===== src/rtl/sem_pkg.sv =====
// Purpose: shared constants and carriers for the single-ended clock/strobe mode block
// Assumes: mode register writes arrive already decoded as address and 8-bit opcode
// Notes:   mode register addresses are those of the device's mode register space
package sem_pkg;

   // ----------------------------------------
   // mode register addresses
   // ----------------------------------------
   localparam logic [5:0] SEM_ADDR_CAPABILITY = 6'h00;
   localparam logic [5:0] SEM_ADDR_CA_VREF    = 6'h0c;
   localparam logic [5:0] SEM_ADDR_FSP_CTRL   = 6'h0d;
   localparam logic [5:0] SEM_ADDR_DQ_VREF    = 6'h0e;
   localparam logic [5:0] SEM_ADDR_SE_CTRL    = 6'h33;

   // ----------------------------------------
   // field positions
   // ----------------------------------------
   localparam int SEM_CAP_SE_BIT      = 5;
   localparam int SEM_SE_RD_BIT       = 1;
   localparam int SEM_SE_WR_BIT       = 2;
   localparam int SEM_SE_CK_BIT       = 3;
   localparam int SEM_FSP_OP_BIT      = 7;
   localparam int SEM_FSP_WR_BIT      = 6;
   localparam int SEM_FSP_VRCG_BIT    = 3;
   localparam int SEM_FSP_RPT_BIT     = 1;

   // ----------------------------------------
   // reset values and limits
   // ----------------------------------------
   localparam logic [7:0] SEM_SE_CTRL_RST  = 8'h00;
   localparam logic [7:0] SEM_FSP_CTRL_RST = 8'h00;
   localparam logic [7:0] SEM_CAP_RST      = 8'h00;
   localparam logic [5:0] SEM_VREF_SE_MAX  = 6'h32;
   localparam int         SEM_MRW_PST_NCK  = 2;

   // ----------------------------------------
   // carriers
   // ----------------------------------------
   typedef struct packed {
      logic       valid;
      logic [5:0] addr;
      logic [7:0] data;
   } sem_mrw_s;

   typedef struct packed {
      logic rd_se;
      logic wr_se;
      logic ck_se;
   } sem_mode_s;

   typedef enum logic [2:0] {
      SEM_CMD_WRITE,
      SEM_CMD_MASK_WRITE,
      SEM_CMD_READ,
      SEM_CMD_MRR,
      SEM_CMD_WR_FIFO,
      SEM_CMD_RD_FIFO,
      SEM_CMD_RD_DQ_CAL,
      SEM_CMD_OTHER
   } sem_cmd_e;

endpackage


===== src/rtl/sem_mode_ctrl.sv =====
// Purpose: single-ended clock/strobe mode control inside the memory device
// Assumes: command decoder delivers mode register writes/reads and burst commands
// Notes:   two set point copies of the mode register; active copy follows the set point
// Function
// host enables single-ended only at or below 800 MHz
// host leaves all termination off in single-ended use
// capability register bit 5 reports support
// all eight enable combinations accepted independently
// strobe mode covers reads, writes and equivalents
// read calibration ignores preamble training bit
// bit 1 selects read strobe mode
// bit 2 write strobe; single-ended forces strobe termination off
// bit 3 clock; single-ended forces clock termination off
// single-ended read: complement strobe only low or released
// host holds complement write strobe at valid level
// host keeps data reference code at or below 110010b
// host holds complement strobe high around bus training
// host holds complement clock at valid level
// host keeps command reference code at or below 110010b
// extra period after set point or high-current change; code waits on high-current entry only, not on exit
// read strobe bit writable any time
// host changes clock/write modes via set point switch
// two copies, active one selected by set point
// read strobe mode held for whole burst
`timescale 1ns/1ps

module sem_mode_ctrl
   import sem_pkg::*;
#(
   parameter bit SE_SUPPORTED = 1'b1
)
(
   input  wire logic     clock,
   input  wire logic     rst_n,
   input  wire sem_mrw_s mrw,
   input  wire logic [5:0] mrr_addr,
   input  wire logic     cmd_valid,
   input  wire sem_cmd_e cmd,
   input  wire logic     burst_active,
   input  wire logic     dqs_c_drive,
   input  wire logic     odt_ck_req,
   input  wire logic     odt_dq_req,
   output logic [7:0]    mrr_data,
   output sem_mode_s     active_mode,
   output logic          rd_burst_se,
   output logic          wr_burst_se,
   output logic          dqs_c_out,
   output logic          dqs_c_oe_n,
   output logic          odt_ck_en,
   output logic          odt_dq_en,
   output logic          se_ck_any,
   output logic          mrw_pst_busy
);

   // ----------------------------------------
   // mode registers
   // ----------------------------------------
   logic [7:0] se_ctrl [2];
   logic [7:0] next_se_ctrl [2];
   logic [7:0] fsp_ctrl;
   logic [7:0] next_fsp_ctrl;
   logic       wsel;
   logic       osel;

   assign wsel = fsp_ctrl[SEM_FSP_WR_BIT];
   assign osel = fsp_ctrl[SEM_FSP_OP_BIT];

   always_comb
   begin
      next_se_ctrl[0] = se_ctrl[0];
      next_se_ctrl[1] = se_ctrl[1];
      next_fsp_ctrl   = fsp_ctrl;
      if (mrw.valid && mrw.addr == SEM_ADDR_SE_CTRL)
      begin
         // every combination of bits 3..1 is stored as written
         next_se_ctrl[wsel] = mrw.data & 8'h0e;
         // read strobe bit takes effect in the active copy at once
         next_se_ctrl[osel][SEM_SE_RD_BIT] = mrw.data[SEM_SE_RD_BIT];
      end
      if (mrw.valid && mrw.addr == SEM_ADDR_FSP_CTRL)
      begin
         next_fsp_ctrl = mrw.data;
      end
   end

   always_ff @(posedge clock or negedge rst_n)
   begin
      if (!rst_n)
      begin
         se_ctrl[0] <= SEM_SE_CTRL_RST;
         se_ctrl[1] <= SEM_SE_CTRL_RST;
         fsp_ctrl   <= SEM_FSP_CTRL_RST;
      end
      else
      begin
         se_ctrl[0] <= next_se_ctrl[0];
         se_ctrl[1] <= next_se_ctrl[1];
         fsp_ctrl   <= next_fsp_ctrl;
      end
   end

   // ----------------------------------------
   // active mode and termination
   // ----------------------------------------
   always_comb
   begin
      active_mode.rd_se = se_ctrl[osel][SEM_SE_RD_BIT];
      active_mode.wr_se = se_ctrl[osel][SEM_SE_WR_BIT];
      active_mode.ck_se = se_ctrl[osel][SEM_SE_CK_BIT];
   end

   assign odt_dq_en = odt_dq_req && !active_mode.wr_se;
   assign odt_ck_en = odt_ck_req && !active_mode.ck_se;
   assign se_ck_any = se_ctrl[0][SEM_SE_CK_BIT] || se_ctrl[1][SEM_SE_CK_BIT];

   // ----------------------------------------
   // mode register read data
   // ----------------------------------------
   logic [7:0] next_mrr_data;

   always_comb
   begin
      case (mrr_addr)
         SEM_ADDR_CAPABILITY:
         begin
            next_mrr_data = SEM_CAP_RST;
            next_mrr_data[SEM_CAP_SE_BIT] = SE_SUPPORTED;
         end
         SEM_ADDR_SE_CTRL: next_mrr_data = se_ctrl[wsel];
         SEM_ADDR_FSP_CTRL: next_mrr_data = fsp_ctrl;
         default: next_mrr_data = 8'h00;
      endcase
   end

   always_ff @(posedge clock or negedge rst_n)
   begin
      if (!rst_n)
         mrr_data <= 8'h00;
      else
         mrr_data <= next_mrr_data;
   end

   // ----------------------------------------
   // per-burst strobe mode latch
   // ----------------------------------------
   logic is_rd;
   logic is_wr;
   logic next_rd_burst_se;
   logic next_wr_burst_se;

   always_comb
   begin
      // calibration reads follow the strobe mode regardless of preamble training
      case (cmd)
         SEM_CMD_READ, SEM_CMD_MRR, SEM_CMD_RD_FIFO, SEM_CMD_RD_DQ_CAL:
         begin
            is_rd = 1'b1;
            is_wr = 1'b0;
         end
         SEM_CMD_WRITE, SEM_CMD_MASK_WRITE, SEM_CMD_WR_FIFO:
         begin
            is_rd = 1'b0;
            is_wr = 1'b1;
         end
         default:
         begin
            is_rd = 1'b0;
            is_wr = 1'b0;
         end
      endcase
      next_rd_burst_se = rd_burst_se;
      next_wr_burst_se = wr_burst_se;
      if (cmd_valid && is_rd)
         next_rd_burst_se = active_mode.rd_se;
      if (cmd_valid && is_wr)
         next_wr_burst_se = active_mode.wr_se;
   end

   always_ff @(posedge clock or negedge rst_n)
   begin
      if (!rst_n)
      begin
         rd_burst_se <= 1'b0;
         wr_burst_se <= 1'b0;
      end
      else
      begin
         rd_burst_se <= next_rd_burst_se;
         wr_burst_se <= next_wr_burst_se;
      end
   end

   // ----------------------------------------
   // complement read strobe pin
   // ----------------------------------------
   always_comb
   begin
      if (rd_burst_se)
      begin
         dqs_c_out  = 1'b0;
         dqs_c_oe_n = !(burst_active && dqs_c_drive);
      end
      else
      begin
         dqs_c_out  = dqs_c_drive;
         dqs_c_oe_n = !burst_active;
      end
   end

   // ----------------------------------------
   // post-write wait after operating set point change or high-current entry, when either copy has single-ended clock
   // ----------------------------------------
   logic [1:0] pst_cnt;
   logic [1:0] next_pst_cnt;
   logic       fsp_chg;

   assign fsp_chg = mrw.valid && mrw.addr == SEM_ADDR_FSP_CTRL
                    && ((mrw.data[SEM_FSP_OP_BIT] != osel)
                        || (mrw.data[SEM_FSP_VRCG_BIT] && !fsp_ctrl[SEM_FSP_VRCG_BIT]));

   always_comb
   begin
      next_pst_cnt = pst_cnt;
      if (fsp_chg && se_ck_any)
         next_pst_cnt = 2'(SEM_MRW_PST_NCK);
      else if (pst_cnt != 2'h0)
         next_pst_cnt = pst_cnt - 2'h1;
   end

   always_ff @(posedge clock or negedge rst_n)
   begin
      if (!rst_n)
         pst_cnt <= 2'h0;
      else
         pst_cnt <= next_pst_cnt;
   end

   assign mrw_pst_busy = pst_cnt != 2'h0;

endmodule


===== config.mk =====
export PLATFORM = sky130hd
export DESIGN_NAME = sem_mode_ctrl
export DESIGN_NICKNAME = d
export VERILOG_FILES = /design/src/rtl/sem_pkg.sv /design/src/rtl/sem_mode_ctrl.sv
export SDC_FILE = /design/constraint.sdc
export NUM_CORES = 1
export LEC_CHECK = 0
export BUFFER_PORTS_ARGS = -buffer_cell sky130_fd_sc_hd__buf_2
export CAP_MARGIN = 25
export CORE_UTILIZATION = 47
export CTS_BUF_LIST = sky130_fd_sc_hd__clkbuf_4 sky130_fd_sc_hd__clkbuf_8 sky130_fd_sc_hd__clkbuf_16
export DETAILED_ROUTE_END_ITERATION = 16
export GPL_TIMING_DRIVEN = 0
export PLACE_DENSITY = 0.9
export SKIP_LAST_GASP = 1
export SLEW_MARGIN = 20
export SYNTH_ARGS = -nofsm -noshare
export SYNTH_HDL_FRONTEND = slang
export SYNTH_SLANG_ARGS = --single-unit

===== constraint.sdc =====
create_clock -name clock -period 1.7 [get_ports clock]
set_input_delay 0.34 -clock clock [delete_from_list [all_inputs] [get_ports clock]]
set_output_delay 0.34 -clock clock [all_outputs]
set_load 0.005 [all_outputs]

==> impl_metrics.py, run 1 <==
metrics = {
    "run": {
        "maxCapViolCount": 0,
    },
    "power_and_ir_drop": {
        "power_leakage_nw": 0.829,
        "finalPower_mw": 1.36,
        "max-vdd-ir-drop_mv": 0.612,
        "p_clk_share_pct": 18.0,
        "seq_power_share_pct": 54.3,
        "power_density_nw_per_um2": 867,
        "p_comb_share_pct": 27.7,
        "switching_share_pct": 27.8,
        "p_sw_mw": 0.379,
        "p_int_mw": 0.981,
    },
    "clocking": {
        "insertion_delay_ns": 0.31,
        "clk_pin_slew_worst_paths_ns": 0.12,
        "cts_buffers": 3,
        "cts.sinks": 26,
        "cts_max_level": 1,
        "tritoncts": "yes",
        "cts_max_path_buffers": 2,
        "ctsHoldBuffers": 0,
        "root_buffer": "clkbuf_4",
    },
    "setup_path": {
        "path_max_fanout": 5,
        "path_cells": "mux2_4 > nor2_2 > buf_2",
        "reg2reg_from": "fsp_ctrl[6]$_DFFE_PN0P_",
        "crit_slowest_cell": "dfrtp_2",
        "reg2reg_depth": 4,
        "max_stage_delay_ns": 0.48,
        "worstSetupStartpointType": "flop",
        "end_kind": "primary output",
        "required_ns": 1.36,
        "setup.worst_path.start": "fsp_ctrl[7]$_DFFE_PN0P_",
        "arrival_ns": 1.32,
        "worstSetupPathType": "reg -> out",
        "r2r_end": "se_ctrl[3]$_DFFE_PN0P_",
        "regToRegSetupSlack_ns": 0.13,
    },
    "floorplanning": {
        "die_height_um": 53.3,
        "start_util_pct": 49.9,
        "core_area_um2": 2480,
        "die-area_um2": 2840,
        "io-pin-count": 50,
        "rows": 18,
        "die_width_um": 53.3,
    },
    "final_layout": {
        "final_layout_size_suffix_gt1_share_pct": 52.9,
        "n_fill_cell": 210,
        "num_antenna_cells": 0,
        "syn_to_final_growth_pct": 26.9,
        "nets": 187,
    },
    "logic_synthesis": {
        "avgSynthCellArea_um2": 12.5,
        "synth_async_sr_flop_share_pct": 100,
        "synth_top_area_cell": "dfrtp_1",
        "synthesis.nets": 131,
        "synthMostInstantiatedCell": "dfrtp_1",
        "ys_warn_count": 0,
        "synth_area_leaders": "dfrtp_1 (53%), mux2_2 (15%), mux2i_1 (3.2%)",
        "synthTopCellsByCount": "dfrtp_1 (26), mux2_2 (17), inv_1 (9), and2_1 (4), mux2i_1 (4)",
        "ys_seq_elements": 26,
        "syn_area_um2": 1240,
        "synth_cells": 99,
        "synth_top_area_share_pct": 52.6,
        "synth_cell_types": 31,
        "synth-edff-count": 0,
        "synthFlopType": "dfrtp_1",
        "ys_seq_area_share_pct": 52.6,
    },
    "drt": {
        "vias_per_cell": 5.27,
        "wl_per_cell_um": 13.7,
        "wl_mm": 2.51,
        "drt_iter0_drc": 9,
        "drc": 0,
        "postRouteAntennaNets": 0,
        "vias": 964,
        "drt_pass1_iterations": 4,
    },
    "sta": {
        "fin_tns_setup_ns": 0,
        "fin_ws_ns": 0.0414,
        "tightest_slew_ns": 0.737,
        "fin_skew_ns": 0.00207,
        "layout_min_cycle_time_ns": 1.66,
        "clock.fmax_ghz": 0.603,
        "setup_violations": 0,
        "maxSlewViolCount": 0,
        "rsz0062_at_grt": "yes",
        "relSlewSlack_pct": 50.5,
        "timing.final.crit_share_pct": 97.6,
        "finalHoldViolCount": 0,
    },
    "placed_design": {
        "io_buffers": 49,
        "gp_congestion": 0.753,
        "dp_hpwl_mm": 1.95,
        "pre_cts_ws_ns": -0.0668,
    },
    "global_route": {
        "grt_first_pass_wirelength_mm": 3.95,
        "grt_overflow": 0,
        "grt_max_degree": 27,
        "first_global_vias": 951,
        "antenna_found_initial": 0,
        "gr-usage-all-layers_pct": 19.7,
    },
    "status": {
        "status": "completed",
    },
    "hold_path": {
        "hold_path_class": "in -> async",
    },
}
layout by cell type, fill, tap and decap left out:
| cell | netlist | routed |
|---|---|---|
| a21boi_0 | 1 | 1 |
| a31oi_1 | 1 | 1 |
| clkbuf_1 | 2 | 1 |
| inv_1 | 9 | 9 |
| nor4_4 | 1 | 1 |
| nand2_1 | 1 | 1 |
| or3_4 | 1 | 1 |
| clkbuf_2 | 0 | 1 |
| mux2_2 | 17 | 15 |
| nor3_1 | 2 | 2 |
| o21ai_0 | 3 | 3 |
| clkbuf_4 | 0 | 3 |
| nor2_2 | 0 | 1 |
| and2_1 | 4 | 4 |
| or2_2 | 1 | 1 |
| nor2_1 | 3 | 2 |
| a31o_2 | 1 | 1 |
| mux2_4 | 2 | 4 |
| or3b_4 | 1 | 1 |
| o2bb2ai_1 | 3 | 3 |
| buf_2 | 0 | 49 |
| a2111oi_0 | 1 | 1 |
| or3_1 | 2 | 2 |
| mux2i_1 | 4 | 4 |
| nor2b_1 | 1 | 1 |
| dfrtp_1 | 26 | 25 |
| nand4_1 | 3 | 3 |
| nand3b_1 | 1 | 1 |
| buf_4 | 0 | 2 |
| nor4_1 | 1 | 1 |
| xnor2_1 | 1 | 1 |
| dfrtp_2 | 0 | 1 |
| ha_1 | 1 | 1 |
| and3b_1 | 1 | 1 |
| a211oi_1 | 2 | 2 |
| xor2_1 | 1 | 1 |
| nand3_1 | 1 | 1 |
state kept, by name, indices dropped and copies added (netlist names):
signal and flops:
fsp_ctrl 8, mrr_data 8, se_ctrl 6, pst_cnt 2
rd_burst_se 1, wr_burst_se 1
kinds of logic (layout without fill, tap and decap cells):
logic type	count (synthesis)	in the layout	share of synthesized area, %
AOI/OAI and AO/OA	12	12	7.09
xor gates and xnor gates	2	2	1.42
adders and majority gates	1	1	1.01
buffers and inverters	11	65	3.34
DFF	26	26	52.6
muxes	23	23	21.2
and+or+nand+nor	24	24	13.4
power groups by stage:
stage | Clock [mW] | Sequential, mW | Combinational [mW]
2_1_floorplan | 0 | 0.733 | 0.231
3_3_place_gp | 0 | 0.735 | 0.341
3_5_place_dp | 0 | 0.744 | 0.374
4_1_cts | 0.258 | 0.738 | 0.379
5_1_grt | 0.285 | 0.751 | 0.425
6_report | 0.245 | 0.738 | 0.376
routing by layer:
layer / GRT usage, % / part of all wire (%) / up-vias
met3: 2.59 / 4.6 / 4
met2: 39.6 / 55 / 30
met1: 20.6 / 39 / 467
li1: - / - / 463
met5: 0 / 0 / -
met4: 5.26 / 0.92 / 0
what timing repair did:
item / 4_1_cts / 5_1_grt
setup buffers: 2 / 0
gates resized for setup: 2 / 2
endpoints found under the setup margin: 5 / 2
area by class of cell:
type                            instances  area [um2]  area share, %
Sequential cell                        26         652           41.5
Clock buffer                            3        22.5           1.44
Inverter                                9        33.8           2.15
Tap cell                               30        37.5           2.39
Timing Repair Buffer                   52         265           16.9
Multi-Input combinational cell         62         554           35.3
Buffer                                  1        3.75          0.239
through the flow:
stage / hold slack, ns / utilization, % / std cells / cell area (um2)
after CTS: 0.00947 / 62.9 / 182 / 1560
after global routing: 0.0301 / 63.3 / 183 / 1570
after floorplan: 0.0444 / - / 99 / 1240
after detailed placement: 0.361 / 61.3 / 178 / 1520
final: 0.00361 / 63.3 / 183 / 1570
after global placement: 0.348 / 61.3 / 178 / 1520
how the worst max path moves through the flow:
stage | end | depth (start not counted)
finish | odt_dq_en | 3
global route | odt_ck_en | 3
CTS | odt_dq_en | 3
detailed placement | fsp_ctrl[3]$_DFFE_PN0P_ | 4
global placement | fsp_ctrl[0]$_DFFE_PN0P_ | 4
floorplan | se_ctrl[2]$_DFFE_PN0P_ | 3
critical path, delay by kind of cell (launching register included):
family	cells	cell delay, ns
and+or+nand+nor	1	0.08
muxes	1	0.34
DFF	1	0.48
buffers and inverters	1	0.11
Note: power is estimated with default switching activity, not from simulation.
==> inputs of run 2 (changes only) <==
--- a/config.mk
+++ b/config.mk
@@ -5,15 +5,15 @@
 export SDC_FILE = /design/constraint.sdc
 export NUM_CORES = 1
 export LEC_CHECK = 0
+export ABC_AREA = 1
 export BUFFER_PORTS_ARGS = -buffer_cell sky130_fd_sc_hd__buf_2
 export CAP_MARGIN = 25
-export CORE_UTILIZATION = 47
+export CORE_UTILIZATION = 48
 export CTS_BUF_LIST = sky130_fd_sc_hd__clkbuf_4 sky130_fd_sc_hd__clkbuf_8 sky130_fd_sc_hd__clkbuf_16
 export DETAILED_ROUTE_END_ITERATION = 16
 export GPL_TIMING_DRIVEN = 0
-export PLACE_DENSITY = 0.9
+export PLACE_DENSITY = 0.91
 export SKIP_LAST_GASP = 1
-export SLEW_MARGIN = 20
 export SYNTH_ARGS = -nofsm -noshare
 export SYNTH_HDL_FRONTEND = slang
 export SYNTH_SLANG_ARGS = --single-unit
==> run 2 against run 1 <==
Net effect: non-clock buffer count is 1 lower; power up 14%; sequential share of layout area down 2.6 points; hold slack gained 0.21 ns; critical path type unchanged; largest cell class unchanged.
==> impl_metrics.py, run 2 <==
metrics = {
    "floorplanning": {
        "io-pin-count": 50,
        "die_height_um": 54.2,
        "start_util_pct": 51.9,
        "die_width_um": 54.2,
        "die-area_um2": 2940,
        "rows": 18,
        "core_area_um2": 2520,
    },
    "hold_path": {
        "min_to": "fsp_ctrl[0]$_DFFE_PN0P_",
        "hold_path_class": "in -> reg",
        "hp-start": "mrw[0]",
        "min_delay_path_depth": 3,
    },
    "logic_synthesis": {
        "avgSynthCellArea_um2": 7.84,
        "ys_seq_area_share_pct": 49.7,
        "synthesis.nets": 199,
        "syn_area_um2": 1310,
        "synth_compound_area_share_pct": 9.36,
        "synth_top_area_cell": "dfrtp_1",
        "synthMostInstantiatedCell": "nand2_1",
        "synth_async_sr_flop_share_pct": 100,
        "ys_seq_elements": 26,
        "muxShareOfSynthArea_pct": 0,
        "synth_xor_area_share_pct": 0.669,
        "synthTopCellsByCount": "nand2_1 (42), inv_1 (27), dfrtp_1 (26), o21ai_0 (18)",
        "synth_fa_ha_area_share_pct": 0.955,
        "synth_cells": 167,
        "ys_warn_count": 0,
        "synth_top_area_share_pct": 49.7,
        "synthFlopType": "dfrtp_1",
        "synth_area_leaders": "dfrtp_1 (50%), nand2_1 (12%), inv_1 (7.7%)",
        "synth-edff-count": 0,
        "synth_top_family_by_area": "simple AND/OR/NAND/NOR gates",
        "synth_cell_types": 22,
        "synthSimpleGateAreaFrac_pct": 30.2,
    },
    "clocking": {
        "cts_max_level": 1,
        "root_buffer": "clkbuf_4",
        "clk_pin_slew_worst_paths_ns": 0.14,
        "cts.sinks": 26,
        "cts_max_path_buffers": 2,
        "cts_buffers": 3,
        "tritoncts": "yes",
        "insertion_delay_ns": 0.32,
    },
    "global_route": {
        "use_met2_pct": 42.1,
        "grt_overflow": 0,
        "grt_first_pass_wirelength_mm": 4.64,
        "antenna_found_initial": 0,
        "grt_max_degree": 27,
        "grtUsageMet1_pct": 25.1,
        "first_global_vias": 1178,
        "gr-usage-met3_pct": 2.50,
        "gr-usage-all-layers_pct": 22.5,
        "gr-max-usage-layer": "met2",
    },
    "placed_design": {
        "dp_hpwl_mm": 2.18,
        "dp.cells": 246,
        "gp_congestion": 0.737,
        "io_buffers": 49,
    },
    "final_layout": {
        "n_fill_cell": 238,
        "final_layout_size_suffix_gt1_share_pct": 29.4,
        "largestRegisters": "fsp_ctrl: 8 flops, mrr_data: 8 flops, se_ctrl: 6 flops",
        "nets": 254,
        "seq_area_um2": 651,
        "num_antenna_cells": 0,
        "syn_to_final_growth_pct": 27.4,
        "layoutNonFillerInstCount": 251,
        "final_common_cell": "buf_2",
        "final_cell_mix": "buf_2 (50), nand2_1 (42), inv_1 (27)",
        "multi_input_area_um2": 547,
        "fin_util_pct": 66.2,
    },
    "setup_path": {
        "reg2reg_from": "fsp_ctrl[6]$_DFFE_PN0P_",
        "required_ns": 1.36,
        "worstSetupStartpointType": "flop",
        "path_max_fanout": 10,
        "reg2reg_depth": 4,
        "end_kind": "primary output",
        "regToRegSetupSlack_ns": 0.62,
        "arrival_ns": 1.24,
        "r2r_end": "mrr_data[3]$_DFF_PN0_",
        "worstSetupPathType": "reg -> out",
    },
    "sta": {
        "rsz0062_at_grt": "no",
        "fin_skew_ns": 0.00349,
        "clock.fmax_ghz": 0.632,
        "maxSlewViolCount": 0,
        "tightest_slew_ns": 0.574,
        "timing.final.crit_share_pct": 93.0,
        "finalHoldViolCount": 0,
        "layout_min_cycle_time_ns": 1.58,
        "hold_ws_ns": 0.213,
        "setup_violations": 0,
        "relSlewSlack_pct": 61.7,
        "fin_tns_setup_ns": 0,
    },
    "drt": {
        "wl_per_cell_um": 11.1,
        "vias": 1250,
        "wl_mm": 2.78,
        "drt_pass1_iterations": 4,
        "vias_per_cell": 4.98,
        "drc": 0,
        "drt_iter0_drc": 15,
        "postRouteAntennaNets": 0,
    },
    "power_and_ir_drop": {
        "power_density_nw_per_um2": 929,
        "max-vdd-ir-drop_mv": 0.871,
        "finalPower_mw": 1.55,
        "power_leakage_nw": 0.961,
    },
    "run": {
        "maxCapViolCount": 0,
    },
    "status": {
        "status": "completed",
    },
}
==> run 2: critical path, stage by stage (launching register included) <==
cell     delay, ns
dfrtp_1       0.42
buf_6         0.15
o21ai_2       0.18
nor2_1        0.05
buf_2         0.12
==> run 2: cell type report <==
class | count | share of cell area (%)
flip-flops and latches | 26 | 39.0
inverters | 28 | 6.60
repair buffers | 50 | 15.3
clock inverters | 1 | 1.80
clock buffers | 3 | 1.35
multi-input cells | 111 | 32.8
plain buffers | 2 | 0.975
well taps | 30 | 2.25
==> run 2: stage by stage <==
| stage | area, um2 | setup slack, ns |
|---|---|---|
| 2_1_floorplan | 1310 | 0.514 |
| 3_3_place_gp | 1590 | 0.388 |
| 3_5_place_dp | 1590 | 0.382 |
| 4_1_cts | 1660 | 0.0345 |
| 5_1_grt | 1670 | 0.0113 |
| 6_report | 1670 | 0.119 |
==> run 2: how the worst max path moves through the flow <==
stage               depth (start not counted)        end  slack [ns]                     from
finish                                      4  odt_dq_en        0.12  fsp_ctrl[7]$_DFFE_PN0P_
detailed placement                          4  odt_ck_en        0.38  fsp_ctrl[7]$_DFFE_PN0P_
floorplan                                   3  odt_ck_en        0.51  fsp_ctrl[7]$_DFFE_PN0P_
global placement                            4  odt_ck_en        0.39  fsp_ctrl[7]$_DFFE_PN0P_
global route                                4  odt_dq_en        0.01  fsp_ctrl[7]$_DFFE_PN0P_
CTS                                         4  odt_dq_en        0.03  fsp_ctrl[7]$_DFFE_PN0P_
==> run 2: repair_timing <==
item | CTS | global route
hold buffers | 1 | 0
setup buffers | 0 | 0
gates resized for setup | 1 | 5
endpoints found under the hold margin | 26 | 0
endpoints found under the setup margin | 1 | 4
==> run 2: where the power goes <==
part           total (mW)  switching (mW)  leakage, nW  internal (mW)
clock               0.423           0.184       0.0279          0.238
combinational       0.383           0.221        0.598          0.162
sequential          0.745          0.0457        0.336          0.700
==> run 2: kinds of logic after synthesis <==
group	Yosys count
AOI/OAI and AO/OA	24
xor gates and xnor gates	1
adders and majority gates	1
buffers and inverters	30
DFF	26
and+or+nand+nor	85
==> run 2: layer usage <==
| metal | wire, um | up-vias |
|---|---|---|
| li1 | - | 637 |
| met1 | 1170 | 568 |
| met2 | 1440 | 41 |
| met3 | 143 | 4 |
| met4 | 38 | 0 |
| met5 | 0 | - |
==> inputs of run 3 (changes only) <==
--- a/config.mk
+++ b/config.mk
@@ -8,11 +8,12 @@
 export ABC_AREA = 1
 export BUFFER_PORTS_ARGS = -buffer_cell sky130_fd_sc_hd__buf_2
 export CAP_MARGIN = 25
-export CORE_UTILIZATION = 48
+export CORE_MARGIN = 1.5
+export CORE_UTILIZATION = 43
 export CTS_BUF_LIST = sky130_fd_sc_hd__clkbuf_4 sky130_fd_sc_hd__clkbuf_8 sky130_fd_sc_hd__clkbuf_16
 export DETAILED_ROUTE_END_ITERATION = 16
 export GPL_TIMING_DRIVEN = 0
-export PLACE_DENSITY = 0.91
+export PLACE_DENSITY = 0.86
 export SKIP_LAST_GASP = 1
 export SYNTH_ARGS = -nofsm -noshare
 export SYNTH_HDL_FRONTEND = slang
==> constraint.sdc (replaced) <==
create_clock -name clock -period 1.4 [get_ports clock]
set_input_delay 0.28 -clock clock [delete_from_list [all_inputs] [get_ports clock]]
set_output_delay 0.28 -clock clock [all_outputs]
set_load 0.005 [all_outputs]
==> run 3 against run 2 <==
Net effect: the run now ends with design-rule violations, negative setup slack left; largest cell class unchanged; highest routed layer unchanged; critical endpoint unchanged; sequential cell count did not move; non-clock buffer count rose by 5; worst setup slack got worse by 0.20 ns; power rose by 16%; register-to-register slack got worse by 0.49 ns; die area rose by 15%; final area rose by 3.3%; sequential share of layout area fell by 1.2 points.
==> impl_metrics.py, run 3 (same netlist as run 2, synthesis figures left out) <==
metrics = {
    "status": {
        "status": "finished, violations left",
        "violations": "design-rule violations, negative setup slack",
    },
    "global_route": {
        "grt_overflow": 0,
        "gr-usage-all-layers_pct": 17.6,
        "grt_max_degree": 27,
        "grt_first_pass_wirelength_mm": 4.49,
        "antenna_found_initial": 0,
        "first_global_vias": 1083,
    },
    "sta": {
        "finalHoldViolCount": 0,
        "hold_ws_ns": 0.155,
        "fin_ws_ns": -0.0777,
        "rsz0062_at_grt": "yes",
        "maxSlewViolCount": 0,
        "tightest_slew_ns": 0.568,
        "setup_violations": 6,
        "timing.final.crit_share_pct": 106,
        "fin_tns_setup_ns": -0.246,
        "relSlewSlack_pct": 62.1,
        "fin_skew_ns": 0.00226,
        "clock.fmax_ghz": 0.677,
        "layout_min_cycle_time_ns": 1.48,
    },
    "final_layout": {
        "fin_util_pct": 60.9,
        "syn_to_final_growth_pct": 31.6,
        "final_cell_mix": "buf_2 (49), nand2_1 (40), inv_1 (26), dfrtp_1 (26), o21ai_0 (17)",
        "final_layout_size_suffix_gt1_share_pct": 33.2,
        "n_fill_cell": 252,
        "largestRegisters": "fsp_ctrl: 8 flops, mrr_data: 8 flops, se_ctrl: 6 flops",
        "final_common_cell": "buf_2",
        "num_antenna_cells": 0,
        "nets": 259,
    },
    "power_and_ir_drop": {
        "max-vdd-ir-drop_mv": 0.542,
        "power_leakage_nw": 0.996,
        "power_density_nw_per_um2": 1040,
    },
    "drt": {
        "wl_per_cell_um": 10.6,
        "wl_mm": 2.72,
        "vias": 1257,
        "drt_pass1_iterations": 11,
        "postRouteAntennaNets": 0,
        "vias_per_cell": 4.89,
        "drt_iter0_drc": 61,
        "drc": 6,
    },
    "placed_design": {
        "dp_hpwl_mm": 1.98,
        "gp_congestion": 0.853,
        "pre_cts_ws_ns": 0.138,
        "io_buffers": 49,
    },
    "setup_path": {
        "required_ns": 1.12,
        "worstSetupPathType": "reg -> out",
        "path_max_fanout": 7,
        "regToRegSetupSlack_ns": 0.13,
        "reg2reg_depth": 8,
        "worstSetupStartpointType": "flop",
        "end_kind": "primary output",
        "arrival_ns": 1.20,
    },
    "hold_path": {
        "hold_path_class": "in -> reg",
        "min_delay_path_depth": 3,
    },
    "clocking": {
        "cts_buffers": 3,
        "insertion_delay_ns": 0.32,
        "cts.sinks": 26,
        "cts_max_path_buffers": 2,
        "root_buffer": "clkbuf_4",
        "clk_pin_slew_worst_paths_ns": 0.13,
        "cts_max_level": 1,
        "tritoncts": "yes",
    },
    "floorplanning": {
        "rows": 19,
        "start_util_pct": 46.3,
        "die_height_um": 58.2,
        "io-pin-count": 50,
        "die_width_um": 58.2,
        "die-area_um2": 3390,
        "core_area_um2": 2830,
    },
    "run": {
        "maxCapViolCount": 0,
    },
}
[run 3: cell type report]
class | instances | area (um2) | area share (%)
buffer | 2 | 16.3 | 0.943
clock buffer | 4 | 36.3 | 2.10
inverter | 28 | 110 | 6.39
multi-input combinational | 111 | 573 | 33.2
sequential | 26 | 651 | 37.7
tap | 31 | 38.8 | 2.25
timing repair buffer | 55 | 299 | 17.3
[run 3: metrics by stage]
stage / instances / total power [mW] / cell area [um2]
after global routing: 257 / 1.93 / 1720
final: 257 / 1.79 / 1720
after detailed placement: 247 / 1.36 / 1590
after floorplan: 167 / 1.19 / 1310
after global placement: 247 / 1.35 / 1590
after CTS: 256 / 1.79 / 1720
[run 3: what timing repair did]
item                       in CTS  in global routing
gates resized for setup        14                  0
hold endpoints to repair       26                  0
buffers inserted                4                  1
setup endpoints to repair       7                  7
hold buffers                    1                  0
pin swaps                       6                  1
[run 3: critical path, stage by stage (launching register included)]
cell     delay (ns)
dfrtp_1        0.42
buf_6          0.15
o21ai_4        0.14
nor2_1         0.05
buf_2          0.12
[run 3: path summary, 6_finish.rpt]
path,start,endpoint
max,fsp_ctrl[7]$_DFFE_PN0P_,odt_dq_en
min,mrw[5],fsp_ctrl[5]$_DFFE_PN0P_
max reg2reg,fsp_ctrl[7]$_DFFE_PN0P_,pst_cnt[0]$_DFFE_PN0P_
min reg2reg,se_ctrl[9]$_DFFE_PN0P_,se_ctrl[9]$_DFFE_PN0P_
max in group asynchronous,rst_n,mrr_data[6]$_DFF_PN0_
min in group asynchronous,rst_n,mrr_data[5]$_DFF_PN0_
[run 3: layer usage]
layer	part of all wire (%)	GRT usage, %	up-vias	wire (um)
li1	-	-	646	-
met1	45	23.2	561	1230
met2	47	29.1	46	1290
met3	6.1	2.90	4	165
met4	1.5	6.98	0	40
met5	0	0	-	0
[run 3: report_power, final]
group          switching (mW)  leakage (nW)  total (mW)  internal (mW)
clock                   0.218        0.0210       0.377          0.159
sequential             0.0555         0.336       0.905          0.849
combinational           0.280         0.639       0.513          0.233
